[config.mk]
export PLATFORM = sky130hd
export DESIGN_NAME = spi_eeprom_command_core
export DESIGN_NICKNAME = d
export VERILOG_FILES = /design/src/design/spi_eeprom_command_pkg.sv /design/src/design/spi_eeprom_command_core.sv
export VERILOG_INCLUDE_DIRS = /design/src /design/src/design
export SDC_FILE = /design/constraint.sdc
export NUM_CORES = 1
export LEC_CHECK = 0
export BUFFER_PORTS_ARGS = -buffer_cell sky130_fd_sc_hd__buf_2
export CAP_MARGIN = 20
export CORE_ASPECT_RATIO = 1.5
export CORE_MARGIN = 5
export CORE_UTILIZATION = 30
export CTS_CLUSTER_SIZE = 14
export DETAILED_ROUTE_END_ITERATION = 10
export PLACE_DENSITY_LB_ADDON = 0.1
export SLEW_MARGIN = 30
export SYNTH_ARGS = -nofsm -noshare
export SYNTH_HDL_FRONTEND = slang
export SYNTH_HIERARCHICAL = 1
export SYNTH_SLANG_ARGS = --single-unit
[constraint.sdc]
create_clock -name core_clk_in -period 11.88 [get_ports core_clk_in]
set_input_delay 2.376 -clock core_clk_in [delete_from_list [all_inputs] [get_ports core_clk_in]]
set_output_delay 2.376 -clock core_clk_in [all_outputs]
set_load 0.02 [all_outputs]
[src/design/spi_eeprom_command_regs.svh]
// Constants of the serial EEPROM command core: opcodes, status fields, timing
`ifndef SPI_EEPROM_COMMAND_REGS_SVH
`define SPI_EEPROM_COMMAND_REGS_SVH
// Opcodes
`define OP_LATCH_SET    8'h06
`define OP_LATCH_CLEAR  8'h04
`define OP_STATUS_READ  8'h05
`define OP_STATUS_WRITE 8'h01
`define OP_MEM_READ     8'h03
`define OP_MEM_WRITE    8'h02
// Status and control bit positions
`define ST_BUSY_BIT     0
`define ST_LATCH_BIT    1
`define ST_GUARD_LO_BIT 2
`define ST_GUARD_HI_BIT 3
`define ST_LOCK_BIT     4
`define ST_SELECT_BIT   6
`define ST_PEN_BIT      7
// Reset values of the stored fields
`define GUARD_RST       2'h0
`define PEN_RST         1'h0
`define LOCK_RST        1'h0
`define PIN_IDLE        4'hF
// Sizes
`define PAGE_BYTES      64
`define FIFO_DEPTH      16
// Internal write cycle, longest time, and core clock period
`define WRITE_CYCLE_NS  5000000
`define CLK_PERIOD_NS   8
`endif

[src/design/spi_eeprom_command_pkg.sv]
// Types shared by the serial EEPROM command core
package spi_eeprom_command_pkg;
  // Frame phases, one-hot
  typedef enum logic [4:0] {
    ST_OPCODE     = 5'h01,
    ST_ADDR       = 5'h02,
    ST_DATA       = 5'h04,
    ST_STATUS_OUT = 5'h08,
    ST_IGNORE     = 5'h10
  } frame_state_type;
  // One byte handed to the array programmer
  typedef struct packed {
    logic        id_page;
    logic [13:0] addr;
    logic [7:0]  data;
  } prog_word_type;
  // Pins seen through the synchroniser
  typedef struct packed {
    logic cs_n;
    logic sck;
    logic si;
    logic wp_n;
  } pin_type;
endpackage

[src/design/spi_eeprom_command_core.sv]
// Command, status and write-control core of a 16K x 8 SPI serial EEPROM
// Behaviour
// - Only SPI modes (0,0) and (1,1) supported
// - Decode six 8-bit opcodes
// - First eight bits form instruction; ignore others
// - Busy bit 0 set during write cycle
// - Write latch set/cleared by latch opcodes
// - Two guard bits select protected range
// - Pin low and enable bit block status writes
// - Latch, guard, pin combine to allow writes
// - Page select routes to id page, self-clears
// - Page lock makes id page read-only until reset
// - Select and lock together: neither written
// - Bit 5 reads zero; older: 6,4 zero
// - Write latch cleared after reset
// - Memory writes only outside guarded range
// - Latch set only at chip select rise
// - 16-bit address, low 14 bits used
// - Program at select rise; busy ignores most
// - Up to 64 bytes, wrap inside page
// - Write cycle end clears write latch
// - Id page uses address bits 5..0 only
// - Reject id write: full guard or lock
// - Sample input rising, shift output falling
// - Output off while chip select high
// - Status write touches bits 2,3,4,6,7 only
`timescale 1ns/100ps
`include "spi_eeprom_command_regs.svh"

// ****************************************************************
// Parameterised FIFO between page buffer and programmer
// ****************************************************************
module fifo_buffer #(
  parameter int WIDTH = 8,
  parameter int DEPTH = 16
) (
  // Clock and reset
  input  wire logic             core_clk_in,
  input  wire logic             reset_n_in,
  // Fill side
  input  wire logic             in_valid_in,
  output logic                  in_ready_out,
  input  wire logic [WIDTH-1:0] in_data_in,
  // Drain side
  output logic                  out_valid_out,
  input  wire logic             out_ready_in,
  output logic [WIDTH-1:0]      out_data_out
);
  localparam int AW = $clog2(DEPTH);
  logic [WIDTH-1:0] mem_q [DEPTH];
  logic [AW-1:0]    wr_ptr_q;
  logic [AW-1:0]    rd_ptr_q;
  logic [AW:0]      count_q;
  logic             push;
  logic             pop;

  // Honest full and empty from the fill count
  assign in_ready_out  = (count_q != (AW+1)'(DEPTH));
  assign out_valid_out = (count_q != '0);
  assign out_data_out  = mem_q[rd_ptr_q];
  assign push          = in_valid_in & in_ready_out;
  assign pop           = out_valid_out & out_ready_in;

  // Storage
  always_ff @(posedge core_clk_in) begin
    if (push) begin
      mem_q[wr_ptr_q] <= in_data_in;
    end
  end

  // Pointers and count
  always_ff @(posedge core_clk_in) begin
    if (!reset_n_in) begin
      wr_ptr_q <= '0;
      rd_ptr_q <= '0;
      count_q  <= '0;
    end else begin
      if (push) begin
        wr_ptr_q <= (wr_ptr_q == AW'(DEPTH-1)) ? '0 : wr_ptr_q + 1'b1;
      end
      if (pop) begin
        rd_ptr_q <= (rd_ptr_q == AW'(DEPTH-1)) ? '0 : rd_ptr_q + 1'b1;
      end
      if (push && !pop) begin
        count_q <= count_q + 1'b1;
      end else if (pop && !push) begin
        count_q <= count_q - 1'b1;
      end
    end
  end
endmodule

// ****************************************************************
// Command core
// ****************************************************************
module spi_eeprom_command_core
  import spi_eeprom_command_pkg::*;
#(
  parameter int unsigned WC_CYCLES   = `WRITE_CYCLE_NS / `CLK_PERIOD_NS,
  parameter bit          HAS_ID_PAGE = 1'b1
) (
  // Clock and reset
  input  wire logic    core_clk_in,
  input  wire logic    reset_n_in,
  // SPI pins and write protect pin
  input  wire logic    cs_n_in,
  input  wire logic    sck_in,
  input  wire logic    si_in,
  input  wire logic    wp_n_in,
  output logic         so_out,
  output logic         so_oe_out,
  // Byte stream to the array programmer
  output prog_word_type prog_word_out,
  output logic         prog_valid_out,
  input  wire logic    prog_ready_in,
  // Observation
  output logic [7:0]   status_out,
  output logic         busy_out
);
  // ****************************************************************
  // Declarations
  // ****************************************************************
  pin_type         meta_q, sync_q, prev_q;
  frame_state_type state_q;
  logic [2:0]      bit_cnt_q;
  logic [7:0]      shift_q, opcode_q, data_q, so_shift_q;
  logic [15:0]     addr_q;
  logic            addr_byte_q, got_data_q;
  logic [2:0]      out_cnt_q;
  logic [7:0]      page_mem_q [`PAGE_BYTES];
  logic [63:0]     loaded_q;
  logic [5:0]      ptr_q, walk_idx_q;
  logic [7:0]      walk_base_q;
  logic            walk_q, walk_id_q, pend_q;
  logic [19:0]     timer_q;
  logic            wr_latch_q, pen_q, lock_q, sel_q;
  logic [1:0]      guard_q;
  logic            sck_rise, sck_fall, cs_fall, cs_rise, byte_done;
  logic [7:0]      shift_next, status_view;
  logic            at_boundary, in_data, acc_set, acc_clear, acc_swr, acc_mwr;
  logic            hw_protect, wr_guarded, wc_done, sel_clear;
  logic            fifo_in_ready, fifo_out_valid, fifo_out_ready, walk_adv;
  prog_word_type   fifo_in_word, fifo_out_word;

  // Address inside the guarded range
  function automatic logic in_guard(input logic [1:0] g, input logic [13:0] a);
    unique case (g)
      2'h0: in_guard = 1'b0;
      2'h1: in_guard = (a[13:12] == 2'h3);
      2'h2: in_guard = a[13];
      2'h3: in_guard = 1'b1;
    endcase
  endfunction

  // ****************************************************************
  // Pin synchroniser and edge detection
  // ****************************************************************
  // Two flops on every pin, third for edges
  always_ff @(posedge core_clk_in) begin
    if (!reset_n_in) begin
      meta_q <= `PIN_IDLE;
      sync_q <= `PIN_IDLE;
      prev_q <= `PIN_IDLE;
    end else begin
      meta_q <= '{cs_n: cs_n_in, sck: sck_in, si: si_in, wp_n: wp_n_in};
      sync_q <= meta_q;
      prev_q <= sync_q;
    end
  end

  assign sck_rise   = sync_q.sck & ~prev_q.sck & ~sync_q.cs_n;
  assign sck_fall   = ~sync_q.sck & prev_q.sck & ~sync_q.cs_n;
  assign cs_fall    = ~sync_q.cs_n & prev_q.cs_n;
  assign cs_rise    = sync_q.cs_n & ~prev_q.cs_n;
  assign shift_next = {shift_q[6:0], sync_q.si};
  assign byte_done  = sck_rise & (bit_cnt_q == 3'h7);

  // ****************************************************************
  // Frame decode
  // ****************************************************************
  // Bit counting, opcode, address and first data byte
  always_ff @(posedge core_clk_in) begin
    if (!reset_n_in || cs_fall) begin
      state_q     <= ST_OPCODE;
      bit_cnt_q   <= '0;
      addr_byte_q <= 1'b0;
      got_data_q  <= 1'b0;
      if (!reset_n_in) begin
        shift_q  <= '0;
        opcode_q <= '0;
        addr_q   <= '0;
        data_q   <= '0;
      end
    end else if (sck_rise) begin
      bit_cnt_q <= bit_cnt_q + 1'b1;
      shift_q   <= shift_next;
      if (byte_done) begin
        unique case (state_q)
          ST_OPCODE: begin
            opcode_q <= shift_next;
            if (pend_q && shift_next != `OP_STATUS_READ) begin
              state_q <= ST_IGNORE;
            end else begin
              unique case (shift_next)
                `OP_MEM_READ, `OP_MEM_WRITE: state_q <= ST_ADDR;
                `OP_STATUS_READ: state_q <= ST_STATUS_OUT;
                `OP_STATUS_WRITE, `OP_LATCH_SET, `OP_LATCH_CLEAR: state_q <= ST_DATA;
                default: state_q <= ST_IGNORE;
              endcase
            end
          end
          ST_ADDR: begin
            addr_q      <= {addr_q[7:0], shift_next};
            addr_byte_q <= 1'b1;
            if (addr_byte_q) begin
              state_q <= ST_DATA;
            end
          end
          ST_DATA: begin
            got_data_q <= 1'b1;
            if (!got_data_q) begin
              data_q <= shift_next;
            end
          end
          ST_STATUS_OUT, ST_IGNORE: begin
            state_q <= state_q;
          end
        endcase
      end
    end
  end

  // ****************************************************************
  // Page buffer loading
  // ****************************************************************
  assign in_data = (state_q == ST_DATA) & (opcode_q == `OP_MEM_WRITE);

  // Byte storage of the page being loaded
  always_ff @(posedge core_clk_in) begin
    if (byte_done && in_data) begin
      page_mem_q[ptr_q] <= shift_next;
    end
  end

  // Loaded mask and in-page pointer
  always_ff @(posedge core_clk_in) begin
    if (!reset_n_in) begin
      loaded_q <= '0;
      ptr_q    <= '0;
    end else if (byte_done) begin
      if (state_q == ST_OPCODE && !pend_q && shift_next == `OP_MEM_WRITE) begin
        loaded_q <= '0;
      end else if (state_q == ST_ADDR && addr_byte_q) begin
        ptr_q <= shift_next[5:0];
      end else if (in_data) begin
        loaded_q[ptr_q] <= 1'b1;
        ptr_q <= ptr_q + 1'b1;
      end
    end
  end

  // ****************************************************************
  // Acceptance at the end of a frame
  // ****************************************************************
  assign at_boundary = cs_rise & (bit_cnt_q == 3'h0) & (state_q == ST_DATA);
  // hardware protection from pin and enable bit
  assign hw_protect  = pen_q & ~sync_q.wp_n;
  // id page refused on lock or full guard
  // guard range lookup on 14-bit address
  assign wr_guarded  = sel_q ? (lock_q | in_guard(guard_q, {8'h00, addr_q[5:0]}))
                             : in_guard(guard_q, addr_q[13:0]);
  // latch opcodes act on select rising
  assign acc_set     = at_boundary & ~got_data_q & (opcode_q == `OP_LATCH_SET);
  assign acc_clear   = at_boundary & ~got_data_q & (opcode_q == `OP_LATCH_CLEAR);
  // status write needs latch and no protection
  assign acc_swr     = at_boundary & got_data_q & (opcode_q == `OP_STATUS_WRITE)
                       & wr_latch_q & ~hw_protect;
  // memory write needs latch and unguarded address
  assign acc_mwr     = at_boundary & got_data_q & in_data & wr_latch_q & ~wr_guarded;
  // select clears after a read or write frame
  assign sel_clear   = cs_rise & (state_q == ST_ADDR || state_q == ST_DATA)
                       & (opcode_q == `OP_MEM_READ || opcode_q == `OP_MEM_WRITE);

  // ****************************************************************
  // Status and control register
  // ****************************************************************
  // latch cleared at reset
  always_ff @(posedge core_clk_in) begin
    if (!reset_n_in) begin
      wr_latch_q <= 1'b0;
    end else if (acc_set) begin
      wr_latch_q <= 1'b1;
    end else if (acc_clear || wc_done) begin
      wr_latch_q <= 1'b0;
    end
  end

  // Stored guard, enable and lock fields, volatile select
  always_ff @(posedge core_clk_in) begin
    if (!reset_n_in) begin
      guard_q <= `GUARD_RST;
      pen_q   <= `PEN_RST;
      lock_q  <= `LOCK_RST;
      sel_q   <= 1'b0;
    end else if (acc_swr) begin
      pen_q   <= data_q[`ST_PEN_BIT];
      guard_q <= {data_q[`ST_GUARD_HI_BIT], data_q[`ST_GUARD_LO_BIT]};
      // select and lock together are refused
      if (HAS_ID_PAGE && !(data_q[`ST_SELECT_BIT] && data_q[`ST_LOCK_BIT])) begin
        sel_q  <= data_q[`ST_SELECT_BIT];
        lock_q <= lock_q | data_q[`ST_LOCK_BIT];
      end
    end else if (sel_clear) begin
      sel_q <= 1'b0;
    end
  end

  // bit 5 zero, id fields zero without id page
  // busy bit reflects the write cycle
  assign status_view = {pen_q, sel_q & HAS_ID_PAGE, 1'b0, lock_q & HAS_ID_PAGE,
                        guard_q, wr_latch_q, pend_q};

  // ****************************************************************
  // Internal write cycle
  // ****************************************************************
  assign walk_adv = walk_q & (fifo_in_ready | ~loaded_q[walk_idx_q]);
  assign wc_done  = pend_q & ~walk_q & (timer_q == '0) & ~fifo_out_valid & ~prog_valid_out;

  always_ff @(posedge core_clk_in) begin
    if (!reset_n_in) begin
      pend_q      <= 1'b0;
      walk_q      <= 1'b0;
      walk_idx_q  <= '0;
      walk_base_q <= '0;
      walk_id_q   <= 1'b0;
      timer_q     <= '0;
    end else if (acc_mwr) begin
      pend_q      <= 1'b1;
      walk_q      <= 1'b1;
      walk_idx_q  <= '0;
      walk_base_q <= addr_q[13:6];
      walk_id_q   <= sel_q;
    end else if (acc_swr) begin
      pend_q  <= 1'b1;
      timer_q <= 20'(WC_CYCLES);
    end else begin
      if (walk_adv) begin
        walk_idx_q <= walk_idx_q + 1'b1;
        if (walk_idx_q == 6'h3F) begin
          walk_q  <= 1'b0;
          timer_q <= 20'(WC_CYCLES);
        end
      end else if (timer_q != '0) begin
        timer_q <= timer_q - 1'b1;
      end
      if (wc_done) begin
        pend_q <= 1'b0;
      end
    end
  end

  // id page addressed by offset alone
  assign fifo_in_word = '{id_page: walk_id_q,
                          addr:    walk_id_q ? {8'h00, walk_idx_q} : {walk_base_q, walk_idx_q},
                          data:    page_mem_q[walk_idx_q]};

  // Loaded bytes wait here for the programmer
  fifo_buffer #(
    .WIDTH ($bits(prog_word_type)),
    .DEPTH (`FIFO_DEPTH)
  ) u_fifo (
    .core_clk_in   (core_clk_in),
    .reset_n_in    (reset_n_in),
    .in_valid_in   (walk_q & loaded_q[walk_idx_q]),
    .in_ready_out  (fifo_in_ready),
    .in_data_in    (fifo_in_word),
    .out_valid_out (fifo_out_valid),
    .out_ready_in  (fifo_out_ready),
    .out_data_out  (fifo_out_word)
  );

  assign fifo_out_ready = ~prog_valid_out | prog_ready_in;

  // Registered output stage of the byte stream
  always_ff @(posedge core_clk_in) begin
    if (!reset_n_in) begin
      prog_valid_out <= 1'b0;
      prog_word_out  <= '0;
    end else if (fifo_out_ready) begin
      prog_valid_out <= fifo_out_valid;
      if (fifo_out_valid) begin
        prog_word_out <= fifo_out_word;
      end
    end
  end

  // ****************************************************************
  // Serial output
  // ****************************************************************
  // status shifted out on falling edges
  always_ff @(posedge core_clk_in) begin
    if (!reset_n_in || cs_fall) begin
      out_cnt_q  <= '0;
      so_shift_q <= '0;
      so_out     <= 1'b0;
    end else if (sck_fall && state_q == ST_STATUS_OUT) begin
      out_cnt_q <= out_cnt_q + 1'b1;
      if (out_cnt_q == 3'h0) begin
        so_out     <= status_view[7];
        so_shift_q <= {status_view[6:0], 1'b0};
      end else begin
        so_out     <= so_shift_q[7];
        so_shift_q <= {so_shift_q[6:0], 1'b0};
      end
    end
  end

  always_ff @(posedge core_clk_in) begin
    if (!reset_n_in || sync_q.cs_n || cs_fall) begin
      so_oe_out <= 1'b0;
    end else if (sck_fall && state_q == ST_STATUS_OUT) begin
      so_oe_out <= 1'b1;
    end
  end

  // Observation copies
  always_ff @(posedge core_clk_in) begin
    if (!reset_n_in) begin
      status_out <= '0;
      busy_out   <= 1'b0;
    end else begin
      status_out <= status_view;
      busy_out   <= pend_q;
    end
  end
endmodule

## After elaboration in Yosys (flattened, before gate mapping)

Memory sizes are Yosys's and may differ from the RTL's. A register that Yosys moved wholly into a read port is not among the register bits.
Index checks and enable logic that the tools add are counted.

| operators by class | value |
|---|---|
| add/sub/neg operators | 9 |
| order comparisons | 3 |
| equality and inequality tests | 32 |
| mux-type cells | 62 |
| bitwise gates (word level) | 53 |
| reduce and logical (&&, ||, !) cells | 61 |

Operators by type and width:

| operator | count |
|---|---|
| 2-to-1 mux 64 bit | 3 |
| 2-to-1 mux 8 bit | 11 |
| 2-to-1 mux 14 bit | 6 |
| 2-to-1 mux 20 bit | 4 |
| bitwise OR 64 bit | 1 |
| == test 8 x 3 -> 1 bit (second input constant) | 5 |
| == test 8 x 2 -> 1 bit (second input constant) | 4 |
| bitwise AND 1 bit | 31 |
| nonzero test 2 bit | 13 |
| 2-to-1 mux 6 bit | 4 |
| zero test 20 bit | 1 |
| 2-to-1 mux 1 bit | 20 |
| 2-to-1 mux 5 bit | 4 |
| nonzero test 20 bit | 1 |
| subtractor 20 x 1 -> 20 bit (second input constant) | 1 |
| AND reduction 3 bit | 6 |
| inverter 1 bit | 17 |
| == test 8 x 1 -> 1 bit (second input constant) | 2 |
| case mux 5 bit (3 select lines) | 1 |
| < comparator 6 x 7 -> 1 bit (second input constant) | 2 |
| 2-to-1 mux 7 bit | 2 |
| adder 6 x 1 -> 6 bit (second input constant) | 2 |
| AND reduction 4 bit | 3 |
| logical AND 1 bit | 10 |
| other kinds (36) | 66 |

| word-level totals | value |
|---|---|
| bits in registers | 206 |
| bits in writable memories | 880 |
| input port bits | 7 |
| output and inout port bits | 35 |
| word-level logic and storage cells | 264 |
| memories kept | 2 |

Memories:

| memory | depth | bits a word | read ports | clocked after Yosys merged registers in | write ports | line | source |
|---|---|---|---|---|---|---|---|
| page_mem_q | 64 | 8 | 1 | 1 | 1 | spi_eeprom_command_core.sv:130 | `` logic [7:0] page_mem_q [`PAGE_BYTES]; `` |
| u_fifo.mem_q | 16 | 23 | 1 | 1 | 1 | spi_eeprom_command_core.sv:50 | `logic [WIDTH-1:0] mem_q [DEPTH];` |

## Depth between registers and ports, before layout

Gate-level depths: netlist (run 1).

| depth | value |
|---|---|
| word-level depth | 12 |
| gate-level depth with buffers | 17 |

## Hierarchy

Netlist (run 1), hierarchy kept.

Modules (own cells, without submodules):

| module | instances | cells an instance | area an instance (um^2) |
|---|---|---|---|
| spi_eeprom_command_core | 1 | 1,772 | 28,574.9 |
| fifo_buffer | 1 | 675 | 14,716.6 |

## Least setup slack after synthesis (run 1)

OpenSTA, ideal clock, no wires.

| timing path | value |
|---|---|
| kind | register to register |
| from | reg walk_idx_q[0] |
| to | mem u_fifo/mem_q[1][0] in the netlist's numbering, enable pin |
| library setup time | 0.470 ns |
| arrival | 4.806 ns |
| data required time | 11.410 ns |
| setup slack | 6.604 ns |
| stages on the path, launching flop included | 9 |
| buffers on the path | 2 |
| clock period less this slack | 5.276 ns |
| cells stage by stage | dfxtp_1 -> buf_2 -> buf_1 -> mux4_2 -> a221oi_2 -> nand3_1 -> a21boi_0 -> o21ai_4 -> nor4b_1 |

| on the way | value |
|---|---|
| cells in the longest elaborated chain, start to end | 6 |

RTL lines:

| element | line | source |
|---|---|---|
| start: declaration | spi_eeprom_command_core.sv:132 | `logic [5:0] ptr_q, walk_idx_q;` |
| start signal: assignment | spi_eeprom_command_core.sv:348 | `walk_idx_q <= walk_idx_q + 1'b1;` |
| binary-select mux 1 bit (select 6 bit) | spi_eeprom_command_core.sv:374 | `.in_valid_in (walk_q & loaded_q[walk_idx_q]),` |
| 2-to-1 mux 1 bit (not written as such) | spi_eeprom_command_core.sv:374 |  |
| bitwise AND 1 bit | spi_eeprom_command_core.sv:374 |  |
| bitwise AND 1 bit | spi_eeprom_command_core.sv:61 | `assign push = in_valid_in & in_ready_out;` |
| 2-to-1 mux 1 bit | spi_eeprom_command_core.sv:66 | `if (push) begin` |
| 2-to-1 mux 1 bit (not written as such) | spi_eeprom_command_core.sv:67 | `mem_q[wr_ptr_q] <= in_data_in;` |
| end: declaration | spi_eeprom_command_core.sv:50 |  |

No other way between the ends. The select of a mux whose other input is x is not followed.

## Worst setup path after layout (run 1)

| timing path | value |
|---|---|
| from | reg walk_idx_q[2] |
| to | mem u_fifo/mem_q[8][3] in the netlist's numbering, enable pin |

Same word-level chain as after synthesis.

==> results of run 1 <==
-- metal layers --
layer	global-route usage, %	up-vias	wire length, um
met4	4.239	0	2776
li1	-	9833	-
met5	0	-	0
met1	17.02	11749	43750
met2	29.11	378	64580
met3	1.921	149	3429
-- cell usage after synthesis (8+ instances only) --
master    number
a22oi_1       47
a211oi_1       8
nand2_1      153
a21oi_1      134
mux2i_1       30
ha_1          18
nor2_1       199
inv_1         24
buf_1         30
or3_1          9
nor2b_1       23
and2_1        52
edfxtp_1     914
nor4_1         8
mux4_2       272
nand3_1       31
buf_2         15
clkbuf_1      86
xnor2_1        8
nor3_1        21
o21ai_0       13
dfxtp_1      199
nand2b_1      23
-- where the power goes --
| group | leakage [nW] | switching, mW | internal, mW |
|---|---|---|---|
| sequential | 9.76 | 0.0308 | 4.23 |
| clock | 1.80 | 1.52 | 2.02 |
| combinational | 3.57 | 0.159 | 0.0917 |
-- stage by stage --
stage               setup slack (ns)  power, mW  instances
floorplan                      6.604      4.528       2447
global placement               7.179      4.590       4306
detailed placement             7.038      4.599       4306
CTS                            7.000      8.191       4518
global route                   7.144      8.382       4520
finish                         7.340      8.062       4520
-- worst paths after layout --
kind                                  endpoint  slack (ns)                       start  depth (start not counted)
setup / recovery  u_fifo/mem_q[8][3]$_DFFE_PP_        7.34  walk_idx_q[2]$_SDFFE_PP0P_                         10
hold / removal            sync_q[3]$_SDFF_PN1_        0.40        meta_q[3]$_SDFF_PN1_                          1
setup reg to reg  u_fifo/mem_q[8][3]$_DFFE_PP_        7.34  walk_idx_q[2]$_SDFFE_PP0P_                         10
hold reg to reg           sync_q[3]$_SDFF_PN1_        0.40        meta_q[3]$_SDFF_PN1_                          1
-- sequential cells by signal, indices dropped and copies added (netlist names), 3 cells and up, named ones only --
| register | flops |
|---|---|
| u_fifo/mem_q | 368 |
| u_fifo/wr_ptr_q | 4 |
| prog_word_out | 23 |
| page_mem_q | 512 |
| meta_q | 4 |
| opcode_q | 8 |
| data_q | 5 |
| walk_idx_q | 6 |
| u_fifo/count_q | 5 |
| u_fifo/rd_ptr_q | 4 |
| bit_cnt_q | 3 |
| status_out | 7 |
| sync_q | 3 |
| so_shift_q | 7 |
| addr_q | 14 |
| ptr_q | 6 |
| shift_q | 7 |
| loaded_q | 64 |
| state_q | 5 |
| walk_base_q | 8 |
| out_cnt_q | 3 |
| timer_q | 20 |
-- logic make-up (layout without fill, tap and decap cells) --
logic type / Yosys count / count (layout) / share of synthesized area, %
adder cells (fa/ha/maj): 19 / 19 / 0.5665
multiplexers: 303 / 303 / 14.87
other: 1 / 2 / 0.008662
XOR/XNOR: 10 / 10 / 0.2023
buffers and inverters: 163 / 343 / 1.535
AO/OA/AOI/OAI: 264 / 264 / 3.879
flip-flops: 1113 / 1113 / 72.60
AND/OR/NAND/NOR: 574 / 574 / 6.338
-- layout make-up --
class / instances / area [um^2]
diodes: 1 / 2.502
repair buffers: 105 / 724.4
multi-input cells: 1171 / 11350
well taps: 1892 / 2367
clock inverters: 68 / 638.1
fillers: 13620 / 93690
inverters: 26 / 97.59
flip-flops and latches: 1113 / 31450
clock buffers: 144 / 3038
-- cell usage in the layout, fill, tap and decap left out, types with 14 or more instances in the layout --
master and n:
edfxtp_1 914, mux4_2 272, dfxtp_1 190, nor2_1 171, nand2_1 152, a21oi_1 134
clkbuf_16 113, buf_4 62, and2_1 51, a22oi_1 47, buf_2 40, nand3_1 31
mux2i_1 30, nor2_2 28, inv_1 24, clkinv_2 24, nand2b_1 23, clkinv_1 22
clkbuf_1 21, nor3_1 20, ha_1 18, nor2b_1 14
==> results.md, run 1 <==
* Crit path kind: flip-flop to flip-flop
* Synth top area share at a little under two thirds
* Sequential element share of the synthesized area at roughly 73%
* Final period util at between 30% and 40%
* Hold buffers post-CTS at 0
* Vias per inst at roughly 4.9
* Initial Utilization at 30.20%
* Nets@finish at around 2600
* GRT Residual Overflow at 0
* I/O pins at 42
* CTS tree: done
* P per Cell Area at between 150 and 200 nW/um^2
* Initial drt markers at between 1000 and 1500
* Die Width at 320.2 um
* Final Max Slew Viols at 0
* Die area at around 150000 um^2
* Worst hold margin at ~0.40 ns
* Yosys warnings at 6
* Total track usage at 14.94%
* Residual DRC at 0
* Crit path max fanout at 31
* Vias in the first global route at between 20000 and 25000
* Final Util at 34.65%
* Setup TNS at 0 ns
* Post-DRT Antenna Nets at 0
* Area growth syn-to-layout at 14.73%
* Detailed placer's ending HPWL at a little over 70000 um
* Worst path max stage delay at roughly 0.80 ns
* Status: complete, no violations
* CORE AREA at roughly 140000 um^2
* RSZ-0062 raised after global routing: false
* Post-synthesis net count at 2473
* Dominant cell type by area after synthesis: edfxtp_1
* Pin count of the biggest net entering global routing at 102
* Final instance area at around 50000 um^2
* Crit-path leading delay family: simple AND/OR/NAND/NOR gates
* Top post-synthesis cells by area: edfxtp_1, mux4_2, dfxtp_1, nor2_1, a21oi_1
* Startpoint class of the critical path: flip-flop
* Cell mode on critical path: buf_4
* Initial antenna violation count at 1
* Row count at 170
* Clock latency on the worst-skew pair at between 0.7 and 0.8 ns
* Final Hold Viols at 0
* Fmax at around 220 MHz
* CTS buffer count at 111
* Port buffer count at 40
* #FFs+latches synth at between 1000 and 1500
* Root Driver: clkbuf_16
* WL/cell at around 25 um
* Min cycle time layout at 4.540 ns
* CP bufs+invs at 3
* Max_slew headroom at 34.41%
* Max-Cap Viols at 0
* Crit path max-delay cell type: and2_1
* Post-CTS Setup Bufs at 0
* Drt first pass iters at 5
* Synth Area per Inst at around 18 um^2
* WP data arrival at a little under 5 ns
* CTS HTree Levels at 3
* Total number of vias at about 22000
* Prevailing post-synth register cell: edfxtp_1
* Global-route wire length before repair at 167800 um
* Number of distinct library cells after synthesis at 76
* Max VDD drop at 0.0001133 V
* Wirelength, routed at between 100000 and 150000 um
* Share of cells above drive strength 1 at 23.91%
* Cell Area, Synth at 43290 um^2
* Worst endpoint required time at 12.26 ns
* EDFF count, synth at 914
* P_leak at between 15 and 20 nW
* Placed Area at 45950 um^2
* Chip Height at around 480 um
* CTS max path bufs at 3
* Clock sink count at 1113
* Asr flop ratio synth at 0%
* Final setup fails at 0
* Post-CTS Resized at 0
* Critical Path End Type: flip-flop
* Gpl congestion at 0.7298
* Post-Synthesis Cells at 2447
* Cell chain of the critical path: buf_4, inv_1, mux4_2, a221oi_2, nand3_1, a21boi_0, o21ai_4, nor3b_1, and2_1, buf_4
* Clock skew at approximately 0.037 ns
* HP Class: flip-flop to flip-flop
* Worst-margin pin slew at between 0.9 and 1 ns
* Clk pin slew, worst setup/hold paths at 0.06 ns
No activity file was read; power rests on OpenSTA's default activity.
==> run 2: changes to the inputs <==
==> constraint.sdc (replaced) <==
create_clock -name core_clk_in -period 4.3 [get_ports core_clk_in]
set_input_delay 0.86 -clock core_clk_in [delete_from_list [all_inputs] [get_ports core_clk_in]]
set_output_delay 0.86 -clock core_clk_in [all_outputs]
set_load 0.02 [all_outputs]
==> results.md, run 2 (synthesis gave the netlist of run 1 again) <==
* HP Class: input pin to flip-flop
* CTS HTree Levels at 3 (unchanged)
* Final Max Slew Viols at 0 (unchanged)
* Total Power at 22.10 mW (+170%)
* Finished Layout Cells at 4587 (+1.5%)
* Worst path max stage delay at 0.63 ns (-0.17 ns)
* RSZ-0062 raised after global routing: false
* Final Worst Setup Slack at 0.3205 ns (-7.019 ns)
* Post-placement cell count at 4377 (+1.6%)
* Largest register FFs at 512 (unchanged)
* Setup slack at placement at 0.3316 ns (-6.706 ns)
* Clk pin slew, worst setup/hold paths at 0.06 ns (about the same)
* Initial antenna violation count at 1 (unchanged)
* Max_slew headroom at 32.44% (-2.0 points)
* Root Driver: clkbuf_16
* Total number of vias at 22337 (+1.0%)
* Vias per inst at 4.870 (-0.44%)
* Residual DRC at 0 (unchanged)
* Fmax at 251.3 MHz (+14%)
* Worst hold margin at 0.3269 ns (-0.07711 ns)
* Drt first pass iters at 5 (unchanged)
* Final Hold Viols at 0 (unchanged)
* CORE AREA at 143400 um^2 (unchanged)
* Die Width at 320.2 um (unchanged)
* Total track usage at 15.18% (+0.24 points)
* Highest-count cells in the layout ignoring fill and taps: edfxtp_1, mux4_2, nor2_1, dfxtp_1, nand2_1
* Chip Height at 475.3 um (unchanged)
* Status: complete, no violations
* Hold buffers post-CTS at 0 (unchanged)
* Global-route wire length before repair at 169500 um (+1.0%)
* Port buffer count at 40 (unchanged)
* Post-DRT Antenna Nets at 0 (unchanged)
* Placed Area at 46580 um^2 (+1.4%)
* Crit path max fanout at 22 (-29%)
* Startpoint class of the critical path: flip-flop
* Vias in the first global route at 23869 (+0.99%)
* Nets@finish at 2623 (+2.7%)
* Setup TNS at 0 ns (unchanged)
* WP data arrival at 4.62 ns (-0.30 ns)
* Critical Path End Type: flip-flop
* Min cycle time layout at 3.980 ns (-0.5609 ns)
* CTS max path bufs at 3 (unchanged)
* Share of cells above drive strength 1 at 24.40% (+0.49 points)
* Wirelength, routed at 116200 um (+1.5%)
* Final Util at 34.98% (+0.34 points)
* Final period util at 92.55% (+54 points)
* Worst endpoint required time at 4.94 ns (-7.32 ns)
* Cell chain of the critical path: buf_4, mux4_2, nor3b_1, a211o_1, nand3_1, a21boi_0, o21ai_4, inv_2, ha_1, inv_1, ha_1, a21oi_1, a211oi_1, a31oi_1, mux2i_1
* Initial Utilization at 30.20% (unchanged)
* Largest registers: page_mem_q: 512 flops, u_fifo/mem_q: 368 flops, loaded_q: 64 flops
* CTS buffer count at 110 (-0.90%)
* Reg with most FFs: page_mem_q
* Worst-margin pin slew at 1.013 ns (+0.03316 ns)
* Clock sink count at 1113 (unchanged)
* P per Cell Area at 440.6 nW/um^2 (+170%)
* Crit path max-delay cell type: dfxtp_2
* Detailed placer's ending HPWL at 72560 um (+2.5%)
* P_leak at 15.54 nW (+2.7%)
* Commonest non-fill, non-tap cell in the layout: edfxtp_1
* Cell mode on critical path: ha_1
* Final instance area at 50150 um^2 (+0.97%)
* Pin count of the biggest net entering global routing at 73 (-28%)
* Max-Cap Viols at 0 (unchanged)
* Row count at 170 (unchanged)
* CTS tree: done
* Post-CTS Setup Bufs at 0 (unchanged)
* Crit path kind: flip-flop to flip-flop
* Initial drt markers at 1424 (-1.2%)
* Clock latency on the worst-skew pair at 0.73 ns (about the same)
* I/O pins at 42 (unchanged)
* Final setup fails at 0 (unchanged)
* Post-CTS Resized at 0 (unchanged)
* WL/cell at 25.34 um (about the same)
* Die area at 152200 um^2 (unchanged)
* Gpl congestion at 0.7439 (+1.9%)
* Clock skew at 0.03074 ns (-0.006386 ns)
* Area growth syn-to-layout at 15.85%
* GRT Residual Overflow at 0 (unchanged)
* Max VDD drop at 0.0002823 V (+150%)
[run 2: cell count changes in the layout (fill, tap and decap cells not counted), sizes merged]
cell    change
buf        +70
clkinv      -9
clkbuf      +5
diode       +1
[run 2: worst paths after layout]
| check | start | end | slack, ns | cells past startpoint |
|---|---|---|---|---|
| hold / removal | cs_n_in | meta_q[3]$_SDFF_PN1_ | 0.33 | 2 |
| setup reg to reg | walk_idx_q[1]$_SDFFE_PP0P_ | u_fifo/count_q[4]$_SDFFE_PN0P_ | 0.32 | 15 |
| hold reg to reg | meta_q[3]$_SDFF_PN1_ | sync_q[3]$_SDFF_PN1_ | 0.40 | 1 |
| setup / recovery | walk_idx_q[1]$_SDFFE_PP0P_ | u_fifo/count_q[4]$_SDFFE_PN0P_ | 0.32 | 15 |
[run 2: metal layers]
layer  share of wire (%)  global-route usage [%]
met1                  38                   17.29
met2                  56                   29.45
met3                 2.8                   1.891
met4                 2.6                   4.695
met5                   0                       0
[run 2: cell type report]
cell class / instances / area [um^2]
Tap cell: 1892 / 2367
Clock buffer: 149 / 2958
Fill cell: 13678 / 93210
Timing Repair Buffer: 175 / 1401
Multi-Input combinational cell: 1171 / 11270
Sequential cell: 1113 / 31450
Inverter: 26 / 97.59
Antenna cell: 2 / 5.005
Clock inverter: 59 / 600.6
[run 2: critical path: cells and delay by family (launching register included)]
family                   cells  cell delay [ns]
AO/OA/AOI/OAI                6             1.18
adder cells (fa/ha/maj)      2             0.52
buffers and inverters        3             0.58
flip-flops                   1             0.63
multiplexers                 2             0.73
AND/OR/NAND/NOR              2             0.26
[run 2: power by group]
| group | internal (mW) | total [mW] | switching [mW] |
|---|---|---|---|
| Sequential | 11.7 | 11.8 | 0.0869 |
| Clock | 5.44 | 9.61 | 4.17 |
| Combinational | 0.253 | 0.701 | 0.448 |
